**src/rtl/mwf_regs.svh**
```systemverilog
// register indices, field positions and reset values of the main window block
`ifndef MWF_REGS_SVH
`define MWF_REGS_SVH

// ----------------------------------------------------------------
// register indices (byte address is four times the index)
// ----------------------------------------------------------------
`define MWF_IDX_KEY_BLUE 10'h208
`define MWF_IDX_SA_LOW 10'h210
`define MWF_IDX_SA_HIGH 10'h212
`define MWF_IDX_SA_STATUS 10'h214
`define MWF_IDX_LINE_OFS 10'h216

// ----------------------------------------------------------------
// field positions and widths
// ----------------------------------------------------------------
`define MWF_KEY_W 8
`define MWF_SA_HIGH_W 3
`define MWF_LINE_OFS_W 12
`define MWF_LO_HDBL 12
`define MWF_LO_VDBL 13
`define MWF_OVL_MODE_ON 2'h3

// ----------------------------------------------------------------
// reset values
// ----------------------------------------------------------------
`define MWF_RST_KEY 8'h00
`define MWF_RST_SA_LOW 16'h0000
`define MWF_RST_SA_HIGH 3'h0
`define MWF_RST_STATUS 1'h1
`define MWF_RST_LINE_OFS 14'h0000

`endif

```
**src/rtl/mwf_pkg.sv**
```systemverilog
// types shared by the main window fetch configuration block
package mwf_pkg;

    // ----------------------------------------------------------------
    // enumerations
    // ----------------------------------------------------------------
    typedef enum logic [2:0] {
        MWF_R_NONE,
        MWF_R_KEY,
        MWF_R_SAL,
        MWF_R_SAH,
        MWF_R_STAT,
        MWF_R_LO
    } mwf_reg_e;

    typedef enum logic [2:0] {
        MWF_OVL_NONE,
        MWF_OVL_TRANSPARENT,
        MWF_OVL_AVERAGE,
        MWF_OVL_AND_KEY,
        MWF_OVL_OR_KEY,
        MWF_OVL_INVERT
    } mwf_ovl_e;

    typedef enum logic [1:0] {
        MWF_ROT_0,
        MWF_ROT_90,
        MWF_ROT_180,
        MWF_ROT_270
    } mwf_rot_e;

    // ----------------------------------------------------------------
    // carriers
    // ----------------------------------------------------------------
    typedef struct packed {
        logic transparent;
        logic average;
        logic and_key;
        logic or_key;
        logic invert;
    } mwf_ovl_en_s;

    typedef struct packed {
        logic [7:0] key_blue;
        logic [15:0] sa_low;
        logic [2:0] sa_high;
        logic [13:0] line_ofs;
        logic [18:0] fetch_addr;
        logic pending;
        logic status;
        logic [15:0] rdata;
        logic err;
    } mwf_state_s;

endpackage

```
**src/rtl/mwf_main_window_fetch_config.sv**
```systemverilog
// main window fetch configuration registers with apb slave and frame latching
`include "mwf_regs.svh"

// Operation
// RULE1: highest priority overlay function wins alone
// RULE2: blue key only active in overlay mode
// RULE3: blue key held in low byte
// RULE4: software bit-replicates key under palette bypass
// RULE5: start address from low word plus three bits
// RULE6: upper register bit 2 resets to zero
// RULE7: software steps address by pixel size
// RULE8: status shows whether latest address used
// RULE9: status changes only after address change
// RULE10: double buffer status shows displayed buffer
// RULE11: status register read-only, resets to one
// RULE12: bit 13 doubles pixels vertically
// RULE13: bit 12 doubles pixels horizontally
// RULE14: software adjusts start address for rotation
// RULE15: same adjustment for horizontal doubling
// RULE16: line offset in low field
// RULE17: software programs offset as width times bpp/8
// RULE18: rotation field selects 0 to 270 degrees
// RULE19: start address latched only at frame start
module mwf_main_window_fetch_config
    import mwf_pkg::*;
(
    // clock and reset
    input wire logic clock,
    input wire logic sys_rst,
    // apb slave
    input wire logic psel,
    input wire logic penable,
    input wire logic pwrite,
    input wire logic [11:0] paddr,
    input wire logic [31:0] pwdata,
    output logic [31:0] prdata,
    output logic pready,
    output logic pslverr,
    // frame timing and display mode inputs
    input wire logic frame_start,
    input wire logic [1:0] overlay_window_mode,
    input wire logic double_buffer_en,
    input wire logic main_is_front,
    input wire logic show_back_buffer,
    input wire logic [1:0] rotation_sel,
    input wire mwf_ovl_en_s overlay_en,
    // display pipe outputs
    output logic [18:0] fetch_addr,
    output logic [11:0] line_offset,
    output logic pixel_double_h,
    output logic pixel_double_v,
    output logic [7:0] key_blue,
    output logic key_blue_active,
    output mwf_ovl_e overlay_function,
    output mwf_rot_e rotation
);

    // ----------------------------------------------------------------
    // address decode
    // ----------------------------------------------------------------
    function automatic mwf_reg_e decode(input logic [11:0] a);
        mwf_reg_e r;
        r = MWF_R_NONE;
        if (a[1:0] == 2'h0) begin
            unique case (a[11:2])
                `MWF_IDX_KEY_BLUE: r = MWF_R_KEY;
                `MWF_IDX_SA_LOW: r = MWF_R_SAL;
                `MWF_IDX_SA_HIGH: r = MWF_R_SAH;
                `MWF_IDX_SA_STATUS: r = MWF_R_STAT;
                `MWF_IDX_LINE_OFS: r = MWF_R_LO;
                default: r = MWF_R_NONE;
            endcase
        end
        return r;
    endfunction

    mwf_state_s st;
    mwf_state_s next_st;
    mwf_reg_e setup_reg;
    mwf_reg_e acc_reg;
    logic setup;
    logic wr;
    logic wr_sa;
    logic db_front;

    assign setup = psel && !penable;
    assign setup_reg = decode(paddr);
    assign acc_reg = decode(paddr);
    assign wr = psel && penable && pwrite;
    assign wr_sa = wr && (acc_reg == MWF_R_SAL || acc_reg == MWF_R_SAH);
    assign db_front = double_buffer_en && main_is_front;

    // ----------------------------------------------------------------
    // next state
    // ----------------------------------------------------------------
    always_comb begin
        next_st = st;
        // read data is captured in setup so the access phase needs no wait
        if (setup) begin
            next_st.err = (setup_reg == MWF_R_NONE);
            unique case (setup_reg)
                MWF_R_KEY: next_st.rdata = {8'h00, st.key_blue};
                MWF_R_SAL: next_st.rdata = st.sa_low;
                MWF_R_SAH: next_st.rdata = {13'h0000, st.sa_high};
                MWF_R_STAT: next_st.rdata = {15'h0000, st.status};
                MWF_R_LO: next_st.rdata = {2'h0, st.line_ofs};
                MWF_R_NONE: next_st.rdata = 16'h0000;
            endcase
        end
        if (wr) begin
            unique case (acc_reg)
                MWF_R_KEY: next_st.key_blue = pwdata[7:0]; // [RULE3]
                MWF_R_SAL: next_st.sa_low = pwdata[15:0]; // [RULE5]
                MWF_R_SAH: next_st.sa_high = pwdata[2:0]; // [RULE5]
                MWF_R_LO: next_st.line_ofs = pwdata[13:0]; // [RULE16]
                // status is read-only: writes drop silently
                MWF_R_STAT: next_st.rdata = st.rdata; // [RULE11]
                MWF_R_NONE: next_st.rdata = st.rdata;
            endcase
        end
        // a write in the latch cycle keeps pending, so it is never lost
        if (frame_start) begin
            next_st.fetch_addr = {st.sa_high, st.sa_low}; // [RULE19]
            next_st.pending = 1'b0;
            if (db_front) begin
                next_st.status = !show_back_buffer; // [RULE10]
            end else if (st.pending) begin
                next_st.status = 1'b1; // [RULE8]
            end
        end
        if (wr_sa) begin
            next_st.pending = 1'b1;
            if (!db_front) begin
                next_st.status = 1'b0; // [RULE8] [RULE9]
            end
        end
    end

    always_ff @(posedge clock or posedge sys_rst) begin
        if (sys_rst) begin
            st.key_blue <= `MWF_RST_KEY;
            st.sa_low <= `MWF_RST_SA_LOW;
            st.sa_high <= `MWF_RST_SA_HIGH; // [RULE6]
            st.line_ofs <= `MWF_RST_LINE_OFS;
            st.fetch_addr <= 19'h00000;
            st.pending <= 1'b0;
            st.status <= `MWF_RST_STATUS; // [RULE11]
            st.rdata <= 16'h0000;
            st.err <= 1'b0;
        end else begin
            st <= next_st;
        end
    end

    // ----------------------------------------------------------------
    // outputs
    // ----------------------------------------------------------------
    assign pready = 1'b1;
    assign pslverr = psel && penable && st.err;
    assign prdata = {16'h0000, st.rdata};
    assign fetch_addr = st.fetch_addr;
    assign line_offset = st.line_ofs[`MWF_LINE_OFS_W-1:0]; // [RULE16]
    assign pixel_double_h = st.line_ofs[`MWF_LO_HDBL]; // [RULE13]
    assign pixel_double_v = st.line_ofs[`MWF_LO_VDBL]; // [RULE12]
    assign key_blue = st.key_blue;
    // outside overlay mode key_blue_active drops, but key_blue itself still reaches the mixer
    assign key_blue_active = (overlay_window_mode == `MWF_OVL_MODE_ON); // [RULE2]

    always_comb begin
        overlay_function = MWF_OVL_NONE;
        if (overlay_en.transparent && key_blue_active) begin
            overlay_function = MWF_OVL_TRANSPARENT; // [RULE1] [RULE2]
        end else if (overlay_en.average) begin
            overlay_function = MWF_OVL_AVERAGE; // [RULE1]
        end else if (overlay_en.and_key) begin
            overlay_function = MWF_OVL_AND_KEY;
        end else if (overlay_en.or_key) begin
            overlay_function = MWF_OVL_OR_KEY;
        end else if (overlay_en.invert) begin
            overlay_function = MWF_OVL_INVERT;
        end
    end

    always_comb begin
        unique case (rotation_sel)
            2'h0: rotation = MWF_ROT_0; // [RULE18]
            2'h1: rotation = MWF_ROT_90;
            2'h2: rotation = MWF_ROT_180;
            2'h3: rotation = MWF_ROT_270;
        endcase
    end
endmodule

```
**config.mk**
```make
export PLATFORM = sky130hd
export DESIGN_NAME = mwf_main_window_fetch_config
export DESIGN_NICKNAME = d
export VERILOG_FILES = /design/src/rtl/mwf_pkg.sv /design/src/rtl/mwf_main_window_fetch_config.sv
export VERILOG_INCLUDE_DIRS = /design/src /design/src/rtl
export SDC_FILE = /design/constraint.sdc
export NUM_CORES = 1
export LEC_CHECK = 0
export BUFFER_PORTS_ARGS = -buffer_cell sky130_fd_sc_hd__buf_2
export CORE_AREA = 2 2 99 101
export CTS_CLUSTER_SIZE = 25
export DETAILED_ROUTE_END_ITERATION = 8
export DIE_AREA = 0 0 101 103
export PLACE_DENSITY = 0.75
export SYNTH_ARGS = -nofsm -noshare
export SYNTH_HDL_FRONTEND = slang
export SYNTH_SLANG_ARGS = --single-unit
export TNS_END_PERCENT = 30
```
**constraint.sdc**
```tcl
create_clock -name clock -period 2.2 [get_ports clock]
set_input_delay 0.11 -clock clock [delete_from_list [all_inputs] [get_ports clock]]
set_output_delay 0.11 -clock clock [all_outputs]
set_load 0.01 [all_outputs]
```
## After elaboration in Yosys (flattened, before gate mapping)

Index checks and enable logic that the tools add are counted.

| storage, ports and cells | value |
|---|---|
| register bits after elaboration | 79 |
| input bits | 62 |
| output and inout bits | 81 |
| logic and storage cells | 60 |

| cells by class | value |
|---|---|
| muxes and demuxes | 17 |
| eq/ne operators | 15 |
| reductions and logical operators | 19 |

Operator list:

| cell | count |
|---|---|
| $pmux 16 s6 | 1 |
| $eq 10x10->1 const B | 5 |
| $mux 16 | 2 |
| $mux 3 | 6 |
| $mux 17 | 1 |
| $pmux 3 s5 | 1 |
| $pmux 2 s4 | 1 |
| $reduce_and 2->1 | 4 |
| $logic_and 1x1->1 | 7 |
| $eq 2x2->1 const B | 3 |
| $eq 3x2->1 const B | 2 |
| $eq 3x3->1 const B | 2 |
| $logic_not 2->1 | 2 |
| $mux 2 | 2 |
| $eq 3x1->1 const B | 1 |
| $logic_not 3->1 | 1 |
| $mux 1 | 3 |
| $eq 2x1->1 const B | 1 |
| $logic_not 1->1 | 2 |
| $ne 2x2->1 const B | 1 |
| $reduce_bool 2->1 | 1 |
| $reduce_or 2->1 | 1 |
| $logic_or 1x1->1 | 1 |

## Longest topological paths before layout

| depth | value |
|---|---|
| depth after elaboration | 8 |
| gate-level depth with buffers | 6 |

## Least setup slack after synthesis

Ideal clock, no wire load.

| timing path | value |
|---|---|
| path type | input to register |
| start | input port paddr[7] |
| end | register st, in the netlist line_offset[0] |
| arrival | 1.525 ns |
| stages on the path | 6 |
| path buffers | 2 |
| slack | 0.550 ns |
| library setup time | 0.125 ns |
| cells stage by stage | or4b_4 nor2_4 and4_1 buf_6 buf_12 mux2_4 |

| between the ends | value |
|---|---|
| longest elaborated chain between the ends | 5 |
| elaborated cells on any way between the ends | 9 |
| those cells by class | eq/ne (6); mux (2); reduce/logical (1) |

Ends and longest elaborated chain:

| item | RTL line | text |
|---|---|---|
| start, declared | mwf_main_window_fetch_config.sv:34 | `input wire logic [11:0] paddr,` |
| $eq 10x10->1 | mwf_main_window_fetch_config.sv:65 | `unique case (a[11:2])` |
| $pmux 3 s5 (*) | mwf_main_window_fetch_config.sv:65 |  |
| $mux 3 (*) | mwf_main_window_fetch_config.sv:64 | `if (a[1:0] == 2'h0) begin` |
| $eq 3x3->1 (*) | mwf_main_window_fetch_config.sv:111 | `unique case (acc_reg)` |
| $reduce_and 2->1 (no source line) (*) | -- |  |
| end signal, assigned | mwf_main_window_fetch_config.sv:151 | `st <= next_st;` |
| end, declared | mwf_main_window_fetch_config.sv:77 | `mwf_state_s st;` |

Every way passes the cells marked *; elsewhere a longest branch is shown, timed or not.
A chain may end at the register's enable or synchronous reset.

## Final worst setup path

| timing path | value |
|---|---|
| start | input port paddr[7] |
| end | register st, in the netlist line_offset[9] |

The elaborated chain is that of the path after synthesis.

==> results.json <==
{
  "hold_path.class": "primary input to register",
  "clockBufferDepth": 2,
  "firstDrtPassIters": 5,
  "drive_above_1_share": 0.483,
  "area_growth_pct": 13.3,
  "tightest_slew_ns": 0.740,
  "cts_resized": 0,
  "via_per_inst": 5.20,
  "synthArstFlopShare": 1.00,
  "yosysWarnings": 0,
  "maxCapViolCount": 0,
  "synth-edff-count": 0,
  "setup_viol": 0,
  "grt_max_degree": 80,
  "cp-end-kind": "register",
  "reg2reg_depth": 3,
  "place_ws_ns": 0.189,
  "power_frac_comb": 0.084,
  "maxSlewViolCount": 0,
  "crit-reg2reg-launch": "line_offset[0]$_DFFE_PP0P_",
  "die_w_um": 101,
  "cts_hold_buffers": 9,
  "path_clk_slew_ns": 0.09,
  "place.gp.congestion": 0.814,
  "timing.final.crit_share": 0.751,
  "fin_crit_ns": 1.65,
  "p_clk_frac": 0.446,
  "hp-start": "pwdata[5]",
  "rsz0062_at_grt": "no",
  "max_freq_mhz": 605,
  "wl_um": 9090,
  "synthFlopType": "dfrtp_1",
  "vias": 2755,
  "final_common_cell": "buf_2",
  "outcome": "finished clean",
  "fp.dieH_um": 103,
  "rows": 36,
  "power_switching_w": 0.000713,
  "fin_nets": 473,
  "antenna_found_initial": 0,
  "hold_path_depth": 2,
  "p_sw_frac": 0.225,
  "syn_area_per_cell_um2": 11.9,
  "antenna_cells": 0,
  "yosysUniqueCellTypes": 44,
  "crit_buf_inv": 2,
  "io_buffers": 105,
  "ys_seq_area_frac": 0.482,
  "slew_headroom": 0.504,
  "grt_pass1_vias": 2632,
  "intPower_w": 0.00245,
  "r2r_slack_ns": 0.98,
  "cts_sinks": 79,
  "cts_root_buf": "clkbuf_8",
  "critPathMaxFanout": 5,
  "pwr_density_cell_mw_per_mm2": 681,
  "gr-total-overflow": 0,
  "skew_ns": 0.00763,
  "hold_viol": 0,
  "grt_pass1_wl_um": 13700,
  "post-cts-setup-buffers": 0,
  "setup_ws_ns": 0.548,
  "postRouteAntennaNets": 0,
  "numCtsBuffers": 9,
  "cts_max_level": 3,
  "initial_core_util": 0.434,
  "coreArea_mm2": 0.00946,
  "critPathKind": "primary input to register",
  "path_cells": "buf_2, or4b_4, nor2_4, and4_1, buf_4, mux2_2",
  "pwr-share-seq": 0.471,
  "drt_iter0_drc": 211,
  "num_io_pins": 143,
  "final.setup.tns_ns": 0,
  "final_cell_mix": "105 x buf_2, 78 x dfrtp_1, 48 x mux2_2",
  "hold_end": "line_offset[5]$_DFFE_PP0P_",
  "synth_seq_cells": 79,
  "dieArea_mm2": 0.0104,
  "crit_slowest_cell": "or4b_4",
  "required_ns": 2.44,
  "total_leakage_power_nw": 2.46,
  "synthCells": 346,
  "grt_use_total": 0.175,
  "critPathLaunchType": "primary input",
  "cts_tree": "built",
  "crit_start": "paddr[7]",
  "reg2reg_to": "prdata[0]$_DFFE_PP0P_",
  "ir_worst_vdd_mv": 0.433,
  "crit_family": "simple AND/OR/NAND/NOR gates",
  "route.detailed.drc": 0,
  "dpl.hpwl_um": 6540,
  "syn_area_mm2": 0.00410,
  "avgRoutedWirePerCell_um": 17.1,
  "insertion_delay_ns": 0.35,
  "crit_arrival_ns": 1.89,
  "cpPeakStageDelay_ns": 0.56
}
[synth_stat cells (2+ instances only)]
library cell,count,area (um2)
mux2_1,2,22.5
nand2b_1,3,18.8
a32o_1,2,20.0
nand2_1,29,109
nor4b_4,2,47.6
buf_1,2,7.51
o21ai_0,10,50.1
clkbuf_1,8,30.0
a22oi_1,6,45.0
and4_1,2,17.5
o32ai_1,8,70.1
o211a_1,2,20.0
o211ai_1,2,15.0
nor2b_1,2,12.5
and2_1,2,12.5
buf_4,72,541
a21oi_1,21,105
mux2_4,10,150
mux2_2,48,541
and3_1,3,18.8
inv_1,3,11.3
nor2_1,5,18.8
dfrtp_1,78,1950
buf_6,3,33.8
conb_1,2,7.51
[kinds of logic after synthesis]
group,synth area share
buffers and inverters,0.157
other,0.00183
AND/OR/NAND/NOR,0.0942
multiplexers,0.179
flip-flops,0.482
AO/OA/AOI/OAI,0.0857
[power by group through the flow]
stage | Clock (W) | Sequential, W | Combinational (W)
2_1_floorplan | 0 | 0.00151 | 0.000184
3_3_place_gp | 0 | 0.00152 | 0.000247
3_5_place_dp | 0 | 0.00152 | 0.000255
4_1_cts | 0.00144 | 0.00149 | 0.000268
5_1_grt | 0.00151 | 0.00149 | 0.000294
6_report | 0.00141 | 0.00149 | 0.000266
[registers in the layout (all words and copies together), names as in the netlist]
name / count
pixel_double_h: 1
fetch_addr: 19
key_blue: 8
line_offset: 12
prdata: 16
st: 22
pixel_double_v: 1
[worst max-delay path by stage]
stage	to	slack (ns)	cells past startpoint
6_report	line_offset[9]$_DFFE_PP0P_	0.55	6
3_3_place_gp	line_offset[10]$_DFFE_PP0P_	0.23	6
3_5_place_dp	line_offset[9]$_DFFE_PP0P_	0.19	6
5_1_grt	st[60]$_DFFE_PP0P_	0.51	6
2_1_floorplan	fetch_addr[0]$_DFFE_PP0P_	0.07	1
4_1_cts	line_offset[9]$_DFFE_PP0P_	0.59	6
[per-stage QoR]
stage	hold slack, ns	util	cell area (um2)	cells	total power (W)
after floorplan	0.245	-	4160	361	0.00170
after global placement	0.220	0.454	4290	505	0.00176
final	0.0271	0.491	4650	530	0.00317
after CTS	0.00887	0.491	4650	530	0.00320
after detailed placement	0.220	0.454	4290	505	0.00177
after global routing	0.00400	0.491	4650	530	0.00329
[layout make-up]
| cell class | instances | area [um2] |
|---|---|---|
| tap | 114 | 143 |
| inverter | 3 | 11.3 |
| fill | 834 | 4810 |
| timing repair buffer | 125 | 711 |
| clock buffer | 9 | 124 |
| clock inverter | 7 | 144 |
| multi-input combinational | 193 | 1540 |
| sequential | 79 | 1980 |
[metal layers]
metal  up-vias  GRT usage  wire, um
met3         5     0.0590       598
met4         0     0.0468        77
li1       1262          -         -
met2       108      0.285      4480
met1      1380      0.225      3930
met5         -          0         0
Power figures use the tool's default switching activity.
